**config.mk**
```make
export PLATFORM = sky130hd
export DESIGN_NAME = pdfp_post_divider
export DESIGN_NICKNAME = d
export VERILOG_FILES = /design/src/pdfp_pkg.sv /design/src/pdfp_post_divider.sv /design/src/pdfp_cfg_regs.sv /design/src/pdfp_clk_div.sv
export SDC_FILE = /design/constraint.sdc
export NUM_CORES = 1
export LEC_CHECK = 0
export BUFFER_PORTS_ARGS = -buffer_cell sky130_fd_sc_hd__buf_2
export CAP_MARGIN = 20
export CORE_MARGIN = 10
export CORE_UTILIZATION = 30
export CTS_BUF_LIST = sky130_fd_sc_hd__clkbuf_8 sky130_fd_sc_hd__clkbuf_16
export DETAILED_ROUTE_END_ITERATION = 10
export SLEW_MARGIN = 20
export SYNTH_ARGS = -nofsm -noshare
export SYNTH_HDL_FRONTEND = slang
export SYNTH_SLANG_ARGS = --single-unit
```
**constraint.sdc**
```tcl
create_clock -name i_mclk -period 7.03 [get_ports i_mclk]
set_input_delay 0.3515 -clock i_mclk [delete_from_list [all_inputs] [get_ports i_mclk]]
set_output_delay 0.3515 -clock i_mclk [all_outputs]
set_load 0.05 [all_outputs]
```
**src/pdfp_pkg.sv**
```systemverilog
/*
 Shared constants and types of post-divider C: register byte addresses,
 configuration field layout, output modes and bus carrier.
 Assumes nothing of its surroundings.
*/
package pdfp_pkg;

    // byte addresses of the 24-bit configuration, high byte first
    localparam logic [7:0] ADDR_CFG_HI = 8'h9E;
    localparam logic [7:0] ADDR_CFG_MID = 8'h9F;
    localparam logic [7:0] ADDR_CFG_LO = 8'hA0;
    localparam int CFG_BYTES = 3;
    localparam int BYTE_W = 8;

    localparam logic [23:0] CFG_RESET = 24'h000000;
    localparam logic [3:0] FUNC_SPECIAL = 4'hF;

    localparam logic [1:0] SEL_CLK_A = 2'h0;
    localparam logic [1:0] SEL_CLK_B = 2'h1;
    localparam logic [1:0] SEL_LOW_FREQ = 2'h2;
    localparam logic [1:0] SEL_CLK_D = 2'h3;

    localparam logic [23:0] RATIO_MIN = 24'h000002;
    localparam logic [23:0] RATIO_ONE = 24'h000001;
    localparam logic [15:0] RATE_ONE = 16'h0001;
    localparam logic [15:0] RATE_ZERO = 16'h0000;
    localparam logic [7:0] BYTE_ZERO = 8'h00;

    // field order matches bits 23..0 of the register
    typedef struct packed {
        logic [3:0] func;
        logic gci;
        logic neg_pol;
        logic [1:0] sel;
        logic [15:0] rate;
    } pdfp_cfg_t;

    typedef struct packed {
        logic wr;
        logic [7:0] addr;
        logic [7:0] wdata;
    } pdfp_reg_req_t;

    // sibling post-divider clocks of the same synthesizer
    typedef struct packed {
        logic a;
        logic b;
        logic d;
    } pdfp_sib_t;

    typedef enum logic [1:0] {
        MODE_DIV = 2'b00,
        MODE_LOW_FREQ = 2'b01,
        MODE_FRAME = 2'b10
    } pdfp_mode_t;

endpackage

```
**src/pdfp_post_divider.sv**
```systemverilog
/*
 Post-divider C of the second synthesizer: byte register port, mode decode,
 50% divider for regular and low-frequency clocks, and frame pulse timing
 against a sibling post-divider clock.
 Assumes i_mclk is the synthesizer output, i_base_tick a one-cycle pulse
 at the base frequency, and sibling clocks are levels made on i_mclk.
*/
`timescale 1ns/10ps
// Functional notes
// RULE1: the top four bits pick frame pulse or low-frequency clock when all ones, else a divided clock.
// RULE2: all ones with selector 10 gives a 50% clock at the base frequency over the low sixteen bits.
// RULE3: all ones with any other selector gives a frame pulse one sibling clock period wide.
// RULE4: in frame mode the low sixteen bits count sibling periods between two frame pulses.
// RULE5: in low-frequency mode the low sixteen bits are the division factor of the base frequency.
// RULE6: selector 00 is divider A, 01 divider B, 10 low-frequency mode, 11 divider D.
// RULE7: polarity bit 0 gives a positive pulse and 1 a negative pulse.
// RULE8: style bit 0 gives an ST-Bus pulse centred on the frame boundary.
// RULE9: style bit 1 gives a GCI pulse whose first edge is the frame boundary.
// RULE10: outside the special code all 24 bits form one ratio applied to the synthesizer output with 50% duty.
// RULE11: polarity, style and selector bits serve only as ratio bits outside the modes that use them.
// RULE12: the configuration register resets to all zeros.
// RULE13: a new configuration takes effect only once all three bytes are written, restarting the counters.
module pdfp_post_divider
    import pdfp_pkg::*;
(
    input wire logic i_mclk,
    input wire logic i_rst,
    input wire pdfp_reg_req_t i_reg,
    input wire logic i_base_tick,
    input wire pdfp_sib_t i_sib,
    output logic [7:0] o_reg_rdata,
    output logic o_out
);

    typedef struct packed {
        logic [7:0] rdata;
        logic out;
        logic sib_prev;
        logic [15:0] fp_cnt;
        logic fp_active;
    } pdfp_top_state_t;

    pdfp_top_state_t s_q;
    pdfp_top_state_t s_d;

    pdfp_cfg_t cfg;
    logic commit;
    pdfp_mode_t mode;
    logic div_tick;
    logic [23:0] div_ratio;
    logic div_clk;
    logic sib_sel;
    logic sib_rise;
    logic sib_fall;
    logic [15:0] fp_last;
    logic fp_wrap;

    pdfp_cfg_regs u_cfg (
        .i_mclk(i_mclk),
        .i_rst(i_rst),
        .i_req(i_reg),
        .o_cfg(cfg),
        .o_commit(commit)
    );

    // mode decode
    always_comb begin
        if (cfg.func != FUNC_SPECIAL) begin
            mode = MODE_DIV; // RULE1
        end else if (cfg.sel == SEL_LOW_FREQ) begin
            mode = MODE_LOW_FREQ; // RULE2
        end else begin
            mode = MODE_FRAME; // RULE3
        end
    end

    // divider feed: full ratio, or base-frequency ticks over the low field
    always_comb begin
        unique case (mode)
            MODE_DIV: begin
                div_tick = 1'b1;
                div_ratio = cfg; // RULE10 RULE11
            end
            MODE_LOW_FREQ: begin
                div_tick = i_base_tick;
                div_ratio = {BYTE_ZERO, cfg.rate}; // RULE5
            end
            MODE_FRAME: begin
                div_tick = 1'b0;
                div_ratio = '0;
            end
            default: begin
                div_tick = 1'b0;
                div_ratio = '0;
            end
        endcase
    end

    pdfp_clk_div u_div (
        .i_mclk(i_mclk),
        .i_rst(i_rst),
        .i_restart(commit),
        .i_tick(div_tick),
        .i_ratio(div_ratio),
        .o_clk(div_clk)
    );

    // reference clock for frame width and spacing
    always_comb begin
        unique case (cfg.sel)
            SEL_CLK_A: sib_sel = i_sib.a; // RULE6
            SEL_CLK_B: sib_sel = i_sib.b; // RULE6
            SEL_LOW_FREQ: sib_sel = 1'b0; // RULE6
            SEL_CLK_D: sib_sel = i_sib.d; // RULE6
        endcase
    end

    assign sib_rise = sib_sel & ~s_q.sib_prev;
    assign sib_fall = ~sib_sel & s_q.sib_prev;

    // a zero spacing is taken as one period, as a zero divide cannot be met
    assign fp_last = (cfg.rate == RATE_ZERO) ? RATE_ZERO : cfg.rate - RATE_ONE; // RULE4
    assign fp_wrap = (s_q.fp_cnt >= fp_last);

    always_comb begin
        s_d = s_q;
        s_d.sib_prev = sib_sel;

        // readback shows the committed value, not a half-written shadow
        s_d.rdata = BYTE_ZERO;
        for (int i = 0; i < CFG_BYTES; i++) begin
            if (i_reg.addr == ADDR_CFG_LO - 8'(i)) begin
                s_d.rdata = cfg[i*BYTE_W +: BYTE_W];
            end
        end

        if (commit || mode != MODE_FRAME) begin
            s_d.fp_cnt = RATE_ZERO; // RULE13
            s_d.fp_active = 1'b0;
        end else begin
            // count sibling periods; the wrapping rise is the frame boundary
            if (sib_rise) begin
                s_d.fp_cnt = fp_wrap ? RATE_ZERO : s_q.fp_cnt + RATE_ONE; // RULE4
            end
            if (cfg.gci) begin
                // boundary rise opens the pulse, the next rise closes it
                if (sib_rise) begin
                    s_d.fp_active = fp_wrap; // RULE9 RULE3
                end
            end else begin
                // falls half a period either side of the boundary rise
                if (sib_fall) begin
                    s_d.fp_active = fp_wrap; // RULE8 RULE3
                end
            end
        end

        unique case (mode)
            MODE_DIV: s_d.out = div_clk;
            MODE_LOW_FREQ: s_d.out = div_clk;
            MODE_FRAME: s_d.out = s_d.fp_active ^ cfg.neg_pol; // RULE7
            default: s_d.out = 1'b0;
        endcase
    end

    always_ff @(posedge i_mclk) begin
        if (i_rst) begin
            s_q <= '0;
        end else begin
            s_q <= s_d;
        end
    end

    assign o_reg_rdata = s_q.rdata;
    assign o_out = s_q.out;
endmodule

```
**src/pdfp_cfg_regs.sv**
```systemverilog
/*
 Configuration register of post-divider C: byte-wide write port, a shadow
 copy, and an atomic commit once every byte has been written.
 Assumes the byte port is driven by logic on i_mclk.
*/
`timescale 1ns/10ps
module pdfp_cfg_regs
    import pdfp_pkg::*;
(
    input wire logic i_mclk,
    input wire logic i_rst,
    input wire pdfp_reg_req_t i_req,
    output pdfp_cfg_t o_cfg,
    output logic o_commit
);

    typedef struct packed {
        logic [23:0] shadow;
        logic [CFG_BYTES-1:0] written;
        pdfp_cfg_t cfg;
        logic commit;
    } pdfp_cfg_state_t;

    pdfp_cfg_state_t s_q;
    pdfp_cfg_state_t s_d;

    always_comb begin
        s_d = s_q;
        s_d.commit = 1'b0;
        if (i_req.wr) begin
            for (int i = 0; i < CFG_BYTES; i++) begin
                if (i_req.addr == ADDR_CFG_LO - 8'(i)) begin
                    s_d.shadow[i*BYTE_W +: BYTE_W] = i_req.wdata;
                    s_d.written[i] = 1'b1;
                end
            end
        end
        // half-written ratios never reach the counters
        if (&s_d.written) begin // RULE13
            s_d.cfg = pdfp_cfg_t'(s_d.shadow);
            s_d.written = '0;
            s_d.commit = 1'b1;
        end
    end

    always_ff @(posedge i_mclk) begin
        if (i_rst) begin
            s_q <= '{shadow: CFG_RESET, written: '0, cfg: CFG_RESET, commit: 1'b0}; // RULE12
        end else begin
            s_q <= s_d;
        end
    end

    assign o_cfg = s_q.cfg;
    assign o_commit = s_q.commit;
endmodule

```
**src/pdfp_clk_div.sv**
```systemverilog
/*
 Generic 50% duty divider: counts enable ticks, toggles its clock after
 each half period; odd ratios give the extra tick to the high phase.
 Assumes ratio is held steady between restarts.
*/
`timescale 1ns/10ps
module pdfp_clk_div
    import pdfp_pkg::*;
(
    input wire logic i_mclk,
    input wire logic i_rst,
    input wire logic i_restart,
    input wire logic i_tick,
    input wire logic [23:0] i_ratio,
    output logic o_clk
);

    typedef struct packed {
        logic [23:0] cnt;
        logic clk;
    } pdfp_div_state_t;

    pdfp_div_state_t s_q;
    pdfp_div_state_t s_d;
    logic [23:0] half_len;

    always_comb begin
        s_d = s_q;
        half_len = s_q.clk ? (i_ratio - (i_ratio >> 1)) : (i_ratio >> 1);
        // ratios 0 and 1 cannot be made from a registered output; park low
        if (i_restart || i_ratio < RATIO_MIN) begin
            s_d = '0;
        end else if (i_tick) begin
            if (s_q.cnt >= half_len - RATIO_ONE) begin // RULE10
                s_d.cnt = '0;
                s_d.clk = ~s_q.clk;
            end else begin
                s_d.cnt = s_q.cnt + RATIO_ONE;
            end
        end
    end

    always_ff @(posedge i_mclk) begin
        if (i_rst) begin
            s_q <= '0;
        end else begin
            s_q <= s_d;
        end
    end

    assign o_clk = s_q.clk;
endmodule

```
# Yosys cells after proc, flatten, opt, wreduce, memory -nomap -nowiden
# Index checks and enable logic that the tools add are counted.
# op_classes
n_addsub	5
magnitude_cmp	3
n_eq_ne	10
n_mux	25
bitwise_logic	6
n_reduce_logical	11
# ops
op	count
$mux W24	2
$mux W8	6
$pmux W24 S2	1
$mux W16	2
$mux W27	1
$add A24 B1 Y24 const B	1
$eq A8 B8 Y1 const B	3
$ge A24 B24 Y1	1
$lt A24 B2 Y1 const B	1
$sub A24 B1 Y24 const B	1
$sub A24 B23 Y24	1
$add A16 B1 Y16 const B	1
$ge A16 B16 Y1	1
$logic_not A16 Y1	1
$sub A16 B1 Y16 const B	1
$mux W1	8
$reduce_or A2 Y1	4
$eq A2 B2 Y1 const B	3
$eq A2 B1 Y1 const B	2
$logic_not A2 Y1	2
$mux W2	2
$ne A4 B4 Y1 const B	1
$pmux W1 S2	2
$pmux W1 S4	1
other kinds (7)	11
# word_totals
regBits	104
inputBits	23
out_inout_bits	9
wordCells	75

# Longest topological paths before layout
# logic_depth
ltp_word	10
mapped_depth	30
mapped_depth_nobuf	26

# By module
# Synthesis repeated with hierarchy kept, for this count alone.
# unflattened
cells_unflattened	1098
hier_area_um2	9034.9
# by_module_without_submodules
module	n_inst	cells_each	area_per_inst_um2
pdfp_clk_div	1	572	4312.9
pdfp_cfg_regs	1	250	2532.4
pdfp_post_divider	1	276	2189.6

# Least setup slack after synthesis
# No wires, ideal clock.
# synth_path
path_kind	reg2reg
startpoint	register u_cfg.s_q (netlist bit u_cfg.o_cfg[20])
endpoint	register u_div.s_q[10] (netlist name)
setup_time_ps	65
arrival_ps	6103
required_time_ps	6965
setup_slack_ps	862
path_stages_with_launch	28
path_cell_list	dfxtp_1 > ha_1 > and2_1 > clkbuf_1 > nand2_1 > clkbuf_1 > clkbuf_1 > nand2_1 > ha_1 > and3b_1 > a221o_1 > nor4_1 > o21ai_1 > xnor2_1 > o31a_1 > nor3_2 > nand4_1 > nor3_1 > xnor2_1 > ha_1 > a21o_1 > a21o_1 > a21oi_1 > nand2_1 > a211oi_1 > o21ai_1 > clkbuf_1 > nor2_1
# synth_via
elab_chain_cells	9
word_cells_on_any_way	14
cone_classes	add/sub (2); order compare (2); eq/ne (2); mux (5); reduce/logical (3)
# synth_rtl
element	line_no	text
from (decl)	pdfp_cfg_regs.sv:24	pdfp_cfg_state_t s_q;
from (signal assigned)	pdfp_cfg_regs.sv:48	s_q <= '{shadow: CFG_RESET, written: '0, cfg: CFG_RESET, commit: 1'b0};
$ne A4 B4 Y1	pdfp_post_divider.sv:68	if (cfg.func != FUNC_SPECIAL) begin
$mux W2	pdfp_post_divider.sv:68	
$eq A2 B1 Y1 / $logic_not A2 Y1 (equally long branches)	pdfp_post_divider.sv:79	unique case (mode)
$pmux W24 S2	pdfp_post_divider.sv:79	
$sub A24 B23 Y24	pdfp_clk_div.sv:29	half_len = s_q.clk ? (i_ratio - (i_ratio >> 1)) : (i_ratio >> 1);
$mux W24	pdfp_clk_div.sv:29	
$sub A24 B1 Y24	pdfp_clk_div.sv:34	if (s_q.cnt >= half_len - RATIO_ONE) begin
$ge A24 B24 Y1	pdfp_clk_div.sv:34	
$mux W24	pdfp_clk_div.sv:34	
to (signal assigned)	pdfp_clk_div.sv:45	s_q <= '0;
to (signal assigned)	pdfp_clk_div.sv:47	s_q <= s_d;
to (decl)	pdfp_clk_div.sv:23	pdfp_div_state_t s_q;
# Several ways; a longest one is shown, not always the timed one.
# A chain may end at the register's enable or synchronous reset.

# Final worst setup path
# layout_path
startpoint	register u_cfg.s_q (netlist bit u_cfg.o_cfg[22])
endpoint	register u_div.s_q[5] (netlist name)
# Same word-level chain as after synthesis.

==> impl_metrics.yaml <==
run_status:
  status: "finished clean"
worst_setup_path:
  critPathCaptureType: "flop"
  critPathMaxFanout: 23
  r2r_slack_ps: 650
  cp_data_arrival_time_ps: 6630
  start_kind: "flop"
  path_class: "reg2reg"
  cp.required_ps: 7280
timing:
  max_freq_mhz: 157
  timing.hold.ws_ps: 285
  finalSetupViolCount: 0
  setup_slack_ps: 650
  skew_ps: 15.8
  min_period_ps: 6380
  finalHoldViolCount: 0
  rsz0062_at_grt: "false"
  tightest_slew_ps: 1030
  relSlewSlack_pct: 31.3
  finalCritPeriodShare_pct: 90.7
  fin_tns_setup_ps: 0
  slew_violations: 0
clock_tree:
  clkLatencyLatePin_ps: 370
  clockRootBuffer: "clkbuf_16"
  cts_tree: "built"
  postCtsSetupRepairBufs: 0
  numCtsBuffers: 9
  cts_hold_buf: 0
  cts_buffer_depth: 2
  clk_pin_slew_ps: 80
  htree_levels: 3
  numClockSinks: 104
floorplan:
  ioPinCount: 32
  initial_utilization_pct: 30.3
  dieArea_sq_um: 33000
  dieHeight_microns: 182
  core-area_sq_um: 25900
  fp-row-count: 59
  die_width_microns: 182
placed_design:
  dp_hpwl_microns: 16200
  dpl_worst_slack_ps: 439
  numPlacedInstances: 1321
  portBuffers: 31
  place_congestion: 0.935
  dpl_cell_area_sq_um: 8330
finish:
  layout_common_cells: "nor2_1, dfxtp_1, nand2_1"
  fin_nets: 1098
  layout-area-overhead-vs-synth_pct: 10.4
  final_util_pct: 33.4
  final_common_cell: "nor2_1"
  n_antenna_cell: 0
  final_cell_area_sq_um: 8660
  finalNonFillerCells: 1337
  fillers: 2705
  layout-drive-gt1-share_pct: 8.38
power:
  switchingPower_uw: 285
  p_comb_share_pct: 2.0
  leakage_nw: 3.70
  p_per_area_nw_per_um2: 132
  p_clk_share_pct: 46.3
  p_total_mw: 1.14
  p_int_uw: 855
  ir_worst_vdd_uv: 114
  power.share.sequential_pct: 51.7
  p_sw_share_pct: 25.0
global_route:
  grt-ovfl-total: 0
  met1_usage_pct: 16.5
  grtUsageMet3_pct: 1.67
  grt_start_max_net_pins: 67
  grt_pass1_vias: 6762
  grt_pass1_wl_microns: 35000
  use_met2_pct: 20.5
  antenna_found_initial: 0
  grtUsageTotal_pct: 12.5
  busiest_layer: "met2"
synthesis:
  synthCells: 989
  netlist_area_sq_um: 7850
  synth_edf_count: 0
  synth_seq_cells: 104
  synth_adder_area_share_pct: 12.5
  synthMuxAreaShare_pct: 3.75
  synth_compound_area_share_pct: 19.1
  yosysWarnings: 0
  synthXorXnorAreaFrac_pct: 8.37
  postSynth.asyncResetShare_pct: 0
  synth_fp_nets: 1090
  synth_top_family_by_area: "simple AND/OR/NAND/NOR gates"
  synth_ff_type: "dfxtp_1"
  synth_cell_type_count: 73
  synth-simple-area-share_pct: 25.2
  yosysSeqAreaShare_pct: 26.5
  syn_area_per_cell_sq_um: 7.93
routing:
  drtPass1Iterations: 5
  ant_nets: 0
  route.detailed.drc: 0
  wl_per_cell_microns: 15.7
  drt_iter0_drc: 503
  vias_per_cell: 5.25
  vias: 7015
  drt-total-wl_microns: 21000
flow_run:
  cap_violations: 0
worst_hold_path:
  hp-class: "in2reg"
[power groups by stage]
stage	registers (mW)	clock network, mW	logic, mW
5_1_grt	0.590	0.557	0.0251
3_3_place_gp	0.603	0	0.0232
4_1_cts	0.589	0.539	0.0229
2_1_floorplan	0.603	0	0.0110
3_5_place_dp	0.603	0	0.0228
6_report	0.589	0.528	0.0228
[cells by family after synthesis]
family,Yosys count
AND/OR/NAND/NOR,405
XOR/XNOR,75
flip-flops,104
adder cells (fa/ha/maj),78
buffers and inverters,86
AO/OA/AOI/OAI,212
multiplexers,29
[critical path, cell delays in order (launching register included)]
cell and delay [ps]:
dfxtp_1 470, ha_1 200, and2_1 290, nand2_2 240, nand2_1 220, inv_1 80, ha_1 240, fa_1 430
o21bai_1 220, a221o_1 350, nor4_1 110, nor4_2 350, and3_2 290, nand4_4 150, a2111oi_4 510, or3b_1 420
xnor2_1 150, mux2i_1 130, ha_1 320, nand4_1 100, nor4_1 310, a211oi_2 160, o21ai_1 150, buf_4 280
nor2_1 80
[cell usage after synthesis (3+ instances only)]
| master | n | area, sq um |
|---|---|---|
| nand2b_1 | 11 | 68.8 |
| a221oi_1 | 4 | 35.0 |
| nor4_1 | 10 | 62.6 |
| or3_1 | 7 | 43.8 |
| nor2b_1 | 14 | 87.6 |
| a222oi_1 | 8 | 80.1 |
| buf_4 | 8 | 60.1 |
| nand3b_1 | 4 | 30.0 |
| a21oi_1 | 46 | 230 |
| nor2_1 | 144 | 541 |
| nor3b_1 | 7 | 52.6 |
| xnor2_1 | 33 | 289 |
| a31oi_1 | 5 | 31.3 |
| nand3_1 | 35 | 175 |
| a211oi_1 | 38 | 285 |
| and2_1 | 6 | 37.5 |
| o31ai_1 | 9 | 67.6 |
| o21ai_0 | 27 | 135 |
| and3_1 | 13 | 81.3 |
| mux2i_1 | 26 | 260 |
| dfxtp_1 | 104 | 2080 |
| o211a_1 | 3 | 30.0 |
| mux2_2 | 3 | 33.8 |
| nand2_1 | 80 | 300 |
| buf_1 | 3 | 11.3 |
| nor3_1 | 33 | 165 |
| a21boi_0 | 3 | 22.5 |
| o221ai_1 | 4 | 35.0 |
| o211ai_1 | 5 | 37.5 |
| or4_1 | 4 | 30.0 |
| a21o_1 | 21 | 158 |
| ha_1 | 77 | 963 |
| clkbuf_1 | 35 | 131 |
| nand4_1 | 19 | 119 |
| inv_1 | 37 | 139 |
| o21ai_1 | 4 | 20.0 |
| o21bai_1 | 7 | 52.6 |
| xor2_1 | 42 | 368 |
| a221o_1 | 3 | 30.0 |
[registers in the layout (all words and copies together), names as in the netlist]
name and flops:
u_cfg.o_cfg 24, u_div.o_clk 1, o_reg_rdata 8, s_q 18, u_div.s_q 24, u_cfg.s_q 27, o_out 1, u_cfg.o_commit 1
[what timing repair did]
| item | CTS | global route |
|---|---|---|
| endpoints found under the hold margin | 0 | 0 |
| resized for setup | 0 | 4 |
| endpoints found under the setup margin | 0 | 25 |
[cell type report]
type,count,area [sq um],area share (%)
inverters,38,143,1.65
clock inverters,7,91.3,1.05
repair buffers,45,260,3.00
clock buffers,9,225,2.60
flip-flops and latches,104,2080,24.0
well taps,335,419,4.84
multi-input cells,799,5440,62.8
[final timing paths]
kind | to | startpoint | depth (start not counted)
setup / recovery | u_div.s_q[5] | u_cfg.o_cfg[22] | 24
hold / removal | u_cfg.s_q[35] | i_reg[7] | 3
setup reg to reg | u_div.s_q[5] | u_cfg.o_cfg[22] | 24
hold reg to reg | u_cfg.s_q[35] | u_cfg.s_q[35] | 2
[per-layer routing]
metal	vias to the layer above	part of all wire, %
met5	-	0
met4	0	2.6
met3	33	3.1
met2	133	46
met1	3272	49
li1	3577	-
No activity file was read; power rests on OpenSTA's default activity.
